===== config.mk =====
export PLATFORM = sky130hd
export DESIGN_NAME = pcs_status_reg
export DESIGN_NICKNAME = d
export VERILOG_FILES = /design/src/hdl/pcs_pkg.sv /design/src/hdl/pcs_sticky_bank.sv /design/src/hdl/pcs_status_reg.sv
export SDC_FILE = /design/constraint.sdc
export NUM_CORES = 1
export LEC_CHECK = 0
export BUFFER_PORTS_ARGS = -buffer_cell sky130_fd_sc_hd__buf_4
export CORE_ASPECT_RATIO = 0.9
export CORE_MARGIN = 1.5
export CORE_UTILIZATION = 42
export DETAILED_ROUTE_END_ITERATION = 12
export PLACE_DENSITY = 0.83
export SLEW_MARGIN = 30
export SYNTH_ARGS = -nofsm -noshare
export SYNTH_HDL_FRONTEND = slang
export SYNTH_HIERARCHICAL = 1
export SYNTH_SLANG_ARGS = --single-unit

===== constraint.sdc =====
create_clock -name i_ref_clk -period 2.7 [get_ports i_ref_clk]
set_input_delay 0.405 -clock i_ref_clk [delete_from_list [all_inputs] [get_ports i_ref_clk]]
set_output_delay 0.405 -clock i_ref_clk [all_outputs]
set_load 0.02 [all_outputs]

===== src/hdl/pcs_pkg.sv =====
// constants, carriers and helpers for the configuration status register
//
// Notes on behaviour
// - set detected-parity flag, bit 15, on any address or data parity error
// - set signaled-system-error flag, bit 14, when SERR enabled and signaled
// - set received-master-abort flag, bit 13, when own master cycle aborts
// - set received-target-abort flag, bit 12, when target aborts our cycle
// - set signaled-target-abort flag, bit 11, when we target-abort a cycle
// - select-timing field, bits 10 and 9, reads fixed 01b, medium timing
// - master data-parity flag, bit 8: PERR seen, we mastered, parity enable
// - bits 7, 6 and 5 always read zero
// - bit 4 always reads one, capability list present
// - bit 3 shows pending interrupt; INTx only when pending and not disabled
// - interrupt disable gates INTx only, never the interrupt status bit
// - interrupt status reads zero while revision 2.3 features are off
// - reserved bits 2 to 0 always read zero
// - parity-response enable, command bit 6, gates master data-parity flag
// - system-error enable, command bit 8, enables the SERR driver
package pcs_pkg;

    // register placement and reset image
    localparam logic [7:0]  PCS_STATUS_OFFSET = 8'h06;
    localparam logic [15:0] PCS_STATUS_RESET  = 16'h0210;
    localparam logic [15:0] PCS_W1C_MASK      = 16'hF900;

    // field positions inside the status word
    localparam int PCS_BIT_PARITY     = 15;
    localparam int PCS_BIT_SIGNALED_SYSTEM_ERROR_FLAG    = 14;
    localparam int PCS_BIT_RECEIVED_MASTER_ABORT_FLAG_RX  = 13;
    localparam int PCS_BIT_TABORT_RX  = 12;
    localparam int PCS_BIT_TABORT_TX  = 11;
    localparam int PCS_BIT_DEVSEL_LO  = 9;
    localparam int PCS_BIT_MDPAR      = 8;
    localparam int PCS_BIT_B2B        = 7;
    localparam int PCS_BIT_UDF        = 6;
    localparam int PCS_BIT_HISPEED    = 5;
    localparam int PCS_BIT_CAPABILITY_LIST_PRESENT    = 4;
    localparam int PCS_BIT_INT_STATUS = 3;

    // fixed capability values
    localparam logic [1:0] PCS_DEVSEL_MEDIUM            = 2'h1;
    localparam logic       PCS_BACK_TO_BACK_CAPABLE     = 1'h0;
    localparam logic       PCS_USER_FEATURES_SUPPORTED  = 1'h0;
    localparam logic       PCS_HIGH_SPEED_CAPABLE       = 1'h0;
    localparam logic       PCS_CAPABILITY_LIST_PRESENT  = 1'h1;

    // sticky flag bank: index of each flag in the bank vector
    localparam int PCS_NFLAGS  = 6;
    localparam int PCS_F_MDPAR = 0;
    localparam int PCS_F_TATX  = 1;
    localparam int PCS_F_TARX  = 2;
    localparam int PCS_F_MARX  = 3;
    localparam int PCS_F_SERR  = 4;
    localparam int PCS_F_PAR   = 5;
    localparam logic [5:0] PCS_FLAGS_RESET = 6'h00;

    // bus events observed by the function, one-cycle pulses
    typedef struct packed {
        logic addr_parity_err;
        logic data_parity_err;
        logic serr_signaled;
        logic master_abort_rcvd;
        logic target_abort_rcvd;
        logic target_abort_sent;
        logic perr_seen;
        logic master_data_phase;
    } pcs_event_t;

    // command register controls and miscellaneous enable
    typedef struct packed {
        logic parity_response_enable;
        logic system_error_enable;
        logic int_disable;
        logic rev23_features_enable;
    } pcs_cmd_t;

    // configuration access request
    typedef struct packed {
        logic        rd;
        logic        wr;
        logic [7:0]  addr;
        logic [1:0]  be;
        logic [15:0] wdata;
    } pcs_cfg_req_t;

    // builds the readable status word from flags and interrupt bit
    function automatic logic [15:0] pcs_compose_status(
        input logic [5:0] flags,
        input logic       int_bit
    );
        logic [15:0] w;
        w = 16'h0000;
        w[PCS_BIT_PARITY]    = flags[PCS_F_PAR];
        w[PCS_BIT_SIGNALED_SYSTEM_ERROR_FLAG]   = flags[PCS_F_SERR];
        w[PCS_BIT_RECEIVED_MASTER_ABORT_FLAG_RX] = flags[PCS_F_MARX];
        w[PCS_BIT_TABORT_RX] = flags[PCS_F_TARX];
        w[PCS_BIT_TABORT_TX] = flags[PCS_F_TATX];
        w[PCS_BIT_DEVSEL_LO+:2] = PCS_DEVSEL_MEDIUM;
        w[PCS_BIT_MDPAR]     = flags[PCS_F_MDPAR];
        w[PCS_BIT_B2B]       = PCS_BACK_TO_BACK_CAPABLE;
        w[PCS_BIT_UDF]       = PCS_USER_FEATURES_SUPPORTED;
        w[PCS_BIT_HISPEED]   = PCS_HIGH_SPEED_CAPABLE;
        w[PCS_BIT_CAPABILITY_LIST_PRESENT]   = PCS_CAPABILITY_LIST_PRESENT;
        w[PCS_BIT_INT_STATUS] = int_bit;
        return w;
    endfunction

    // maps a write-one-to-clear word onto the flag bank
    function automatic logic [5:0] pcs_clear_map(
        input logic [15:0] wdata
    );
        logic [15:0] m;
        m = wdata & PCS_W1C_MASK;
        return {m[PCS_BIT_PARITY], m[PCS_BIT_SIGNALED_SYSTEM_ERROR_FLAG],
                m[PCS_BIT_RECEIVED_MASTER_ABORT_FLAG_RX], m[PCS_BIT_TABORT_RX],
                m[PCS_BIT_TABORT_TX], m[PCS_BIT_MDPAR]};
    endfunction

endpackage


===== src/hdl/pcs_sticky_bank.sv =====
// bank of sticky flags, set by hardware and cleared by write-one
`timescale 1ns/1ps
`default_nettype none
module pcs_sticky_bank
    import pcs_pkg::*;
(
    input  wire logic                  i_ref_clk,
    input  wire logic                  i_rst,
    input  wire logic [PCS_NFLAGS-1:0] i_set,
    input  wire logic [PCS_NFLAGS-1:0] i_clr,
    output var  logic [PCS_NFLAGS-1:0] o_flags
);

    logic [PCS_NFLAGS-1:0] flags_reg;
    logic [PCS_NFLAGS-1:0] flags_next;

    // set beats clear so an event landing on a clear is never lost
    always_comb
    begin
        flags_next = (flags_reg & ~i_clr) | i_set;
    end

    // flags only change on an event, a host clear or reset
    always_ff @(posedge i_ref_clk)
    begin
        if (i_rst)
        begin
            flags_reg <= PCS_FLAGS_RESET;
        end
        else
        begin
            flags_reg <= flags_next;
        end
    end

    assign o_flags = flags_reg;

endmodule
`default_nettype wire


===== src/hdl/pcs_status_reg.sv =====
// configuration status register with sticky error flags and INTx gating
`timescale 1ns/1ps
`default_nettype none
module pcs_status_reg
    import pcs_pkg::*;
(
    input  wire logic         i_ref_clk,
    input  wire logic         i_rst,
    input  wire pcs_cfg_req_t i_cfg,
    input  wire pcs_event_t   i_evt,
    input  wire pcs_cmd_t     i_cmd,
    input  wire logic         i_int_pending,
    output var  logic [15:0]  o_cfg_rdata,
    output var  logic         o_cfg_ack,
    output var  logic [15:0]  o_status,
    output var  logic         o_intx_n,
    output var  logic         o_intx_oe
);

    // internal signals
    logic [PCS_NFLAGS-1:0] flag_set;
    logic [PCS_NFLAGS-1:0] flag_clr;
    logic [PCS_NFLAGS-1:0] flags;
    logic                  hit;
    logic                  wr_hit;
    logic                  rd_hit;
    logic                  int_state_reg;
    logic                  int_state_next;
    logic                  int_visible;
    logic                  int_gate;
    logic                  eff_int_disable;
    logic [15:0]           status_now;
    logic [15:0]           rdata_reg;
    logic [15:0]           rdata_next;
    logic                  ack_reg;
    logic                  ack_next;
    logic [15:0]           status_reg;
    logic                  intx_oe_reg;
    logic                  intx_oe_next;
    logic                  intx_n_reg;

    // address decode

    // only the status halfword is ours; other offsets get no answer
    assign hit    = (i_cfg.addr == PCS_STATUS_OFFSET);
    assign wr_hit = hit & i_cfg.wr;
    assign rd_hit = hit & i_cfg.rd;

    // event qualification into the sticky bank

    // each flag is fed by the bus event that it reports
    always_comb
    begin
        flag_set = '0;
        // either parity error kind raises the detected flag
        flag_set[PCS_F_PAR] = i_evt.addr_parity_err
                            | i_evt.data_parity_err;
        // system error counts only while the SERR driver is enabled
        flag_set[PCS_F_SERR] = i_evt.serr_signaled
                             & i_cmd.system_error_enable;
        flag_set[PCS_F_MARX] = i_evt.master_abort_rcvd;
        flag_set[PCS_F_TARX] = i_evt.target_abort_rcvd;
        flag_set[PCS_F_TATX] = i_evt.target_abort_sent;
        // all three conditions must hold in the same data phase
        flag_set[PCS_F_MDPAR] = i_evt.perr_seen
                              & i_evt.master_data_phase
                              & i_cmd.parity_response_enable;
    end

    // host clear path

    // all writable flags sit in the upper byte lane, so the low lane
    // enable is ignored; a write with be[1] low clears nothing
    always_comb
    begin
        flag_clr = '0;
        if (wr_hit && i_cfg.be[1])
        begin
            flag_clr = pcs_clear_map(i_cfg.wdata);
        end
    end

    // flag storage; set over clear lives inside the bank
    pcs_sticky_bank u_flags (
        .i_ref_clk (i_ref_clk),
        .i_rst     (i_rst),
        .i_set     (flag_set),
        .i_clr     (flag_clr),
        .o_flags   (flags)
    );

    // interrupt status tracking

    // internal state follows the pending line regardless of disable,
    // so software polling sees the true cause even with INTx masked
    assign int_state_next = i_int_pending;

    // pending state is sampled once per clock
    always_ff @(posedge i_ref_clk)
    begin
        if (i_rst)
        begin
            int_state_reg <= 1'h0;
        end
        else
        begin
            int_state_reg <= int_state_next;
        end
    end

    // the visible bit is forced low without revision 2.3 features
    assign int_visible = int_state_reg
                       & i_cmd.rev23_features_enable;

    // disable control reads as zero without revision 2.3 features,
    // so it cannot mask INTx in that mode
    assign eff_int_disable = i_cmd.int_disable
                           & i_cmd.rev23_features_enable;

    // INTx needs the pending state and no effective disable
    assign int_gate = int_state_reg & ~eff_int_disable;

    // readable word

    // constant fields come from the compose helper
    assign status_now = pcs_compose_status(flags, int_visible);

    // read response

    // answer one cycle after the read; unmapped reads leave data at zero
    always_comb
    begin
        ack_next   = rd_hit;
        rdata_next = 16'h0000;
        if (rd_hit)
        begin
            rdata_next = status_now;
        end
    end

    // read data holds only for the ack cycle to keep the bus clean
    always_ff @(posedge i_ref_clk)
    begin
        if (i_rst)
        begin
            rdata_reg <= 16'h0000;
            ack_reg   <= 1'h0;
        end
        else
        begin
            rdata_reg <= rdata_next;
            ack_reg   <= ack_next;
        end
    end

    // live status mirror

    // mirror lags the flags by one cycle; it exists for other blocks
    // that want the status without issuing a config read
    always_ff @(posedge i_ref_clk)
    begin
        if (i_rst)
        begin
            status_reg <= PCS_STATUS_RESET;
        end
        else
        begin
            status_reg <= status_now;
        end
    end

    // INTx open-drain pin

    // the pin is only ever pulled low, so enable carries the meaning
    assign intx_oe_next = int_gate;

    // enable registered so the pin never glitches on decode
    always_ff @(posedge i_ref_clk)
    begin
        if (i_rst)
        begin
            intx_oe_reg <= 1'h0;
        end
        else
        begin
            intx_oe_reg <= intx_oe_next;
        end
    end

    // driven level is always low; kept in a flop for a clean output
    always_ff @(posedge i_ref_clk)
    begin
        if (i_rst)
        begin
            intx_n_reg <= 1'h0;
        end
        else
        begin
            intx_n_reg <= 1'h0;
        end
    end

    // outputs

    // every output is a flop
    assign o_cfg_rdata = rdata_reg;
    assign o_cfg_ack   = ack_reg;
    assign o_status    = status_reg;
    assign o_intx_n    = intx_n_reg;
    assign o_intx_oe   = intx_oe_reg;

endmodule
`default_nettype wire


# [Word-level counts from Yosys, hierarchy flattened]
# Index checks and enable logic that the tools add are counted.
[totals] reg_bits=41 inputBits=43 out_inout_bits=35 word_cells=27
[classes] n_eq_ne=1 mux=2 bitwise_logic=14 reduce_logical=2
[op_table] op="$mux 10" count=1
[op_table] op="$and 1x1->1" count=8
[op_table] op="$eq 8x3->1 const B" count=1
[op_table] op="$and 6x6->6" count=1
[op_table] op="$mux 6" count=1
[op_table] op="$not 6->6" count=1
[op_table] op="$or 6x6->6" count=1
[op_table] op="$not 1->1" count=2
[op_table] op="$reduce_or 2->1" count=1
[op_table] op="$logic_and 1x1->1" count=1
[op_table] op="$or 1x1->1" count=1

# [Longest topological paths before layout]
# Gate-level depths: netlist of the first run.
[logic_depth] depth_word=7 ltp_mapped=6 depth_no_buf=4

# [Cells and area by module]
# The synthesis of the first run kept the hierarchy.
[by_module_without_submodules] module="pcs_status_reg" n_inst=1 cells_each=78 area_each_um2=787.0 seq_area_each_um2=340.3
[by_module_without_submodules] module="pcs_sticky_bank" n_inst=1 cells_each=24 area_each_um2=255.2 seq_area_each_um2=120.1

# [Worst setup path after synthesis of the first run]
# Ideal clock, no wire load.
[synth_timing] path_kind="input -> register" from="input port i_cfg[18] (netlist name)" to="register u_flags.flags_reg[5], in the netlist u_flags/o_flags[5]" setup_ns=0.116 arrival_time_ns=1.557 t_required_ns=2.584 slack_ns=1.028 stages=6 cell_sequence="or4b_1 -> buf_2 -> buf_4 -> nor3_1 -> nand2b_4 -> a21oi_1"
[synth_via] elab_chain_len=7
[synth_rtl] element="from (decl)" line_no="pcs_status_reg.sv:9" text="input wire pcs_cfg_req_t i_cfg,"
[synth_rtl] element="$eq 8x3->1" line_no="pcs_status_reg.sv:45" text="assign hit = (i_cfg.addr == PCS_STATUS_OFFSET);"
[synth_rtl] element="$and 1x1->1" line_no="pcs_status_reg.sv:46" text="assign wr_hit = hit & i_cfg.wr;"
[synth_rtl] element="$logic_and 1x1->1" line_no="pcs_status_reg.sv:77" text="if (wr_hit && i_cfg.be[1])"
[synth_rtl] element="$mux 6" line_no="pcs_status_reg.sv:77"
[synth_rtl] element="named net flag_clr[5]" line_no="pcs_status_reg.sv:22" text="logic [PCS_NFLAGS-1:0] flag_clr;"
[synth_rtl] element="$not 6->6" line_no="pcs_sticky_bank.sv:20" text="flags_next = (flags_reg & ~i_clr) | i_set;"
[synth_rtl] element="$and 6x6->6" line_no="pcs_sticky_bank.sv:20"
[synth_rtl] element="$or 6x6->6" line_no="pcs_sticky_bank.sv:20"
[synth_rtl] element="to (signal assigned)" line_no="pcs_sticky_bank.sv:32" text="flags_reg <= flags_next;"
[synth_rtl] element="to (decl)" line_no="pcs_sticky_bank.sv:14" text="logic [PCS_NFLAGS-1:0] flags_reg;"
# The timed path passes the listed nets, and every way through them passes these cells.
# A chain may end at the register's enable or synchronous reset.

# [Worst setup path in the final report of the first run]
[layout_timing] from="input port i_cfg[25] (netlist name)" to="register u_flags.flags_reg[2], in the netlist u_flags/o_flags[2]"
# Same word-level chain as after synthesis.

==> impl_metrics.toml, run 1 <==
[run_status]
status = "finished, final reports clean"

[detailed_routing]
drc = 0
ant_nets = 0
vias = 801
detail_route.wl_per_cell_um = 10.9
vias_per_cell = 4.60
first_iter_violations = 15
drt_pre_antenna_iters = 4
wl_mm = 1.89

[critical_path]
end_kind = "flop"
critPathArrivalTime_ns = 1.87
cp.required_ns = 2.90
worst_setup_path_start_kind = "primary input"
worst-setup-path-type = "in -> reg"
cp_max_fo = 14

[floorplan]
num_io_pins = 78
core_region_area_um2 = 2260
die_h_um = 50.3
rows = 16
fp.dieArea_um2 = 2790
start_util_pct = 46.1
die_width_um = 55.5

[global_route]
grt_use_total_pct = 14.3
grt_max_degree = 17
grt_antenna_before_repair = 0
grt_overflow = 0
busiest_layer = "met2"
use_met3_pct = 5.41
grtUsageMet1_pct = 15.3
grt_pass1_vias = 735
gr-usage-met2_pct = 27.2
grt_pass1_wl_mm = 3.17

[clock_network]
clock_latency_ns = 0.30
cts-root-buf = "clkbuf_4"
cts_buffers = 3
holdBufCountCts = 0
htreeDepth = 1
clk_path_buf_depth = 2
cts_tree = "done"
clkTransAtPathRegs_ns = 0.12
post_cts_buffers = 0
cts_resized = 0
clock-sinks = 23

[sta]
fin_worst_skew_ns = 0.00309
post-route-min-period_ns = 1.68
tns_ns = 0
relSlewSlack_pct = 60.2
worst_pin_slew_ns = 0.597
rsz0062_at_grt = "no"
fmax_ghz = 0.597
fin_crit_sh_pct = 62.1
slew_viol_final = 0
finalHoldViolations = 0
finalSetupViolations = 0

[placement]
routabilityCongestion = 0.778
place_hpwl_mm = 1.54
port_buffers = 49
place_area_um2 = 1330

[logic_synthesis]
synth_seq_area_share_pct = 44.2
synth_warnings = 6
yosysMostFrequentCell = "dfxtp_1"
synth.distinct_cells = 21
yosysTopAreaCell = "dfxtp_1"
yosys_most_used_dff = "dfxtp_1"
synth_commonest_cells = "dfxtp_1 (23), buf_4 (20), a21oi_1 (7), inv_1 (7), nor2b_1 (7)"
synth_seq_cells = 23
async_flop_share_pct = 0
synth_top_area_share_pct = 44.2
synth_area_leaders = "dfxtp_1 (44%), buf_4 (14%), nand2b_4 (7.9%)"
synthCells = 102
syn_area_per_cell_um2 = 10.2
syn_area_um2 = 1040
synth_enable_flop_cells = 0

[pwr]
ir_drop_v = 0.000256
pwr_density_cell_nw_per_um2 = 452
power_leakage_nw = 0.632

[final_layout]
n_antenna_cell = 0
final_area_um2 = 1360
seq_area_um2 = 460
layout.nets = 191
largest_reg_flops = 8
multi_input_area_um2 = 440
final.fill_count = 205
drive_gt1_share_pct = 43.5
flow.area_growth_from_synthesis_pct = 30.1

[worst_hold_path]
hold_path.class = "in -> reg"

[run]
maxCapViolations = 0
==> stage by stage <==
| step | cells | power [W] | utilization, % | setup slack, ns | hold WS, ns |
|---|---|---|---|---|---|
| 5_1_grt | 174 | 0.000646 | 60.0 | 0.956 | 0.243 |
| 6_report | 174 | 0.000613 | 60.0 | 1.02 | 0.263 |
| 2_1_floorplan | 117 | 0.000440 | - | 1.03 | 0.422 |
| 4_1_cts | 174 | 0.000619 | 60.0 | 1.04 | 0.256 |
| 3_3_place_gp | 170 | 0.000468 | 58.7 | 0.744 | 0.430 |
| 3_5_place_dp | 170 | 0.000472 | 58.7 | 0.716 | 0.440 |
==> worst max-delay path: stages <==
cell and delay [ns]:
buf_4 0.11, or4b_1 0.81, nor3_1 0.31, nand2b_4 0.17, a21oi_1 0.06
==> cells by family after synthesis <==
| kind of cell | count (synthesis) | synth area share (%) |
|---|---|---|
| compound gates | 7 | 3.36 |
| buf+inv | 30 | 19.0 |
| flops | 23 | 44.2 |
| other cells | 2 | 0.721 |
| simple gates | 40 | 32.8 |
==> report_power, final <==
group	total [W]	switching, W	internal [W]
logic	0.000105	0.0000543	0.0000502
clock network	0.000149	0.0000941	0.0000551
registers	0.000359	0.00000770	0.000352
total	0.000613	0.000156	0.000457
==> worst paths after layout <==
check                     start  slack (ns)            endpoint  depth (start not counted)
max                   i_cfg[25]        1.02  u_flags/o_flags[2]                          5
min                    i_cmd[1]        0.26           o_intx_oe                          2
max reg2reg  u_flags/o_flags[3]        1.73     o_cfg_rdata[13]                          2
min reg2reg       int_state_reg        0.46           o_intx_oe                          2
==> routing by layer <==
layer	wire length, µm	share of wire (%)
met4	3	0.16
met5	0	0
met3	192	10
met2	953	50
met1	741	39
==> cells in the final DEF (no fill, tap or decap) <==
cell type  Yosys  layout
or2_2          1       1
nand2b_4       6       6
nor4_2         1       1
nor4b_4        1       1
a21oi_1        7       7
nor2b_1        7       7
and2_1         1       1
and3b_1        1       1
and3_1         1       1
clkinv_2       0       1
inv_1          7       7
clkbuf_4       0       3
dfxtp_1       23      23
nand3_1        6       6
conb_1         2      17
or4b_1         2       2
buf_4         20      49
nor3_1         6       6
nand2b_1       1       1
nor4b_1        4       4
nor4b_2        2       2
==> cell type report <==
type                            instances  share of cell area [%]
Sequential cell                        23                    33.9
Multi-Input combinational cell         64                    32.5
Timing Repair Buffer                   49                    27.1
Tap cell                               27                    2.49
Inverter                                7                    1.94
Clock buffer                            3                    1.66
Clock inverter                          1                   0.369
No activity file was read; power rests on OpenSTA's default activity.
==> inputs of run 2 (changes only) <==
--- a/config.mk
+++ b/config.mk
@@ -8,9 +8,9 @@
 export BUFFER_PORTS_ARGS = -buffer_cell sky130_fd_sc_hd__buf_4
 export CORE_ASPECT_RATIO = 0.9
 export CORE_MARGIN = 1.5
-export CORE_UTILIZATION = 42
+export CORE_UTILIZATION = 39
 export DETAILED_ROUTE_END_ITERATION = 12
-export PLACE_DENSITY = 0.83
+export PLACE_DENSITY = 0.78
 export SLEW_MARGIN = 30
 export SYNTH_ARGS = -nofsm -noshare
 export SYNTH_HDL_FRONTEND = slang
==> constraint.sdc (replaced) <==
create_clock -name i_ref_clk -period 1.6 [get_ports i_ref_clk]
set_input_delay 0.24 -clock i_ref_clk [delete_from_list [all_inputs] [get_ports i_ref_clk]]
set_output_delay 0.24 -clock i_ref_clk [all_outputs]
set_load 0.02 [all_outputs]
==> run 2 against run 1 <==
Wire length is 11% higher. Non-clock buffer count is 3 higher. Cell count is 2.3% higher. Sequential cell count stayed put. Combinational power is 71% higher. Power is 70% higher. Critical path depth is 1 lower. Die area is 7.2% higher. Clock skew is 0.0051 ns higher. Cell area is 1.8% higher. First-iteration DRC count is 40% lower. Count of clock-buffer cells in the layout stayed put. Critical path type unchanged. Largest cell class unchanged. Highest routed layer unchanged.
==> impl_metrics.toml, run 2 (synthesis gave the netlist of run 1 again) <==
[final_layout]
drive_gt1_share_pct = 44.7
layout_common_cells = "buf_4 (52), dfxtp_1 (23), conb_1 (17)"
largest_reg_flops = 8
final.fill_count = 235
final_common_cell = "buf_4"
flow.area_growth_from_synthesis_pct = 32.4
layout.nets = 194
n_antenna_cell = 0

[detailed_routing]
drc = 0
first_iter_violations = 9
met2_wirelength_mm = 1.03
vias_per_cell = 4.48
ant_nets = 0
detail_route.wl_per_cell_um = 11.8
highest_layer = "met4"
wl_met3_um = 216
drt_pre_antenna_iters = 3
wl_met1_um = 834
vias = 797
wl_mm = 2.10

[pwr]
power_frac_comb_pct = 17.2
clkPwrFrac_pct = 24.7
power_frac_seq_pct = 58.1
power_leakage_nw = 0.645
p_int_w = 0.000773
ir_drop_v = 0.000568
p_sw_w = 0.000270
switching_share_pct = 25.9
pwr_density_cell_nw_per_um2 = 756
p_total_w = 0.00104

[clock_network]
clock_latency_ns = 0.30
clkTransAtPathRegs_ns = 0.13
cts_buffers = 3
htreeDepth = 1
clock-sinks = 23
cts_tree = "done"
cts_resized = 0
post_cts_buffers = 0
cts-root-buf = "clkbuf_4"
holdBufCountCts = 0
clk_path_buf_depth = 2

[sta]
fin_crit_sh_pct = 81.7
fmax_ghz = 0.765
post-route-min-period_ns = 1.31
slew_viol_final = 0
finalHoldViolations = 0
tns_ns = 0
finalSetupViolations = 0
rsz0062_at_grt = "no"
fin_worst_skew_ns = 0.00824

[run_status]
status = "finished, final reports clean"

[placement]
place_hpwl_mm = 1.65
port_buffers = 49
routabilityCongestion = 0.728

[floorplan]
die_h_um = 52.0
core_region_area_um2 = 2490
start_util_pct = 41.9
rows = 17
die_width_um = 57.5
fp.dieArea_um2 = 2990
num_io_pins = 78

[critical_path]
cp.required_ns = 1.81
worst_setup_path_start_kind = "primary input"
r2r-start = "u_flags/o_flags[3]"
timing.rr.end = "o_cfg_rdata[13]"
ff2ff_path_depth = 2
critPathArrivalTime_ns = 1.52
end_kind = "flop"
cp_max_fo = 8
worst-setup-path-type = "in -> reg"
reg2reg_slack_ns = 0.63

[global_route]
grt_antenna_before_repair = 0
grt_overflow = 0
grt_max_degree = 17
grt_use_total_pct = 14.6
grt_pass1_vias = 748
grt_pass1_wl_mm = 3.23

[worst_hold_path]
whs_endpoint = "o_intx_oe"
hold_path.class = "in -> reg"
holdPathStages = 2
hp-start = "i_cmd[1]"

[run]
maxCapViolations = 0
run 2: worst max-delay path, cell delays in order:
cell and delay (ns):
buf_4 0.10, or4b_1 0.66, buf_4 0.24, nor4b_1 0.27
run 2: per-layer routing:
| layer | track usage (%) | vias up |
|---|---|---|
| met2 | 26.7 | 45 |
| met4 | 6.98 | 0 |
| li1 | - | 396 |
| met3 | 4.48 | 2 |
| met5 | 0 | - |
| met1 | 15.2 | 354 |
run 2: how the worst max path moves through the flow:
stage / endpoint / start / slack (ns)
after floorplan: u_flags/o_flags[5] / i_cfg[18] / 0.09
after global placement: o_cfg_rdata[11] / i_cfg[18] / 0.02
after detailed placement: o_cfg_rdata[13] / i_cfg[18] / -0.03
after CTS: o_cfg_rdata[13] / i_cfg[18] / 0.30
after global routing: o_cfg_rdata[13] / i_cfg[18] / 0.22
final: o_cfg_rdata[13] / i_cfg[18] / 0.29
run 2: per-stage QoR:
stage | std cells | worst slack, ns | hold WS (ns) | util, % | area, µm²
final | 178 | 0.293 | 0.100 | 55.5 | 1380
after global routing | 178 | 0.222 | 0.0685 | 55.5 | 1380
after CTS | 178 | 0.297 | 0.0854 | 55.5 | 1380
after detailed placement | 174 | -0.0255 | 0.422 | 54.3 | 1350
after global placement | 174 | 0.0166 | 0.418 | 54.3 | 1350
after floorplan | 117 | 0.0927 | 0.309 | - | 1100
run 2: area by class of cell:
class | instances | area, µm² | area share (%)
Inverter | 7 | 26.3 | 1.90
Timing Repair Buffer | 52 | 390 | 28.3
Tap cell | 28 | 35.0 | 2.54
Sequential cell | 23 | 460 | 33.4
Clock buffer | 3 | 22.5 | 1.63
Multi-Input combinational cell | 64 | 440 | 31.9
Clock inverter | 1 | 5.00 | 0.363
run 2: power by group through the flow:
stage | Clock, W | Sequential [W] | Combinational [W]
after global routing | 0.000298 | 0.000609 | 0.000194
after global placement | 0 | 0.000618 | 0.000176
after floorplan | 0 | 0.000629 | 0.000114
after detailed placement | 0 | 0.000619 | 0.000180
final | 0.000258 | 0.000606 | 0.000180
after CTS | 0.000269 | 0.000606 | 0.000180
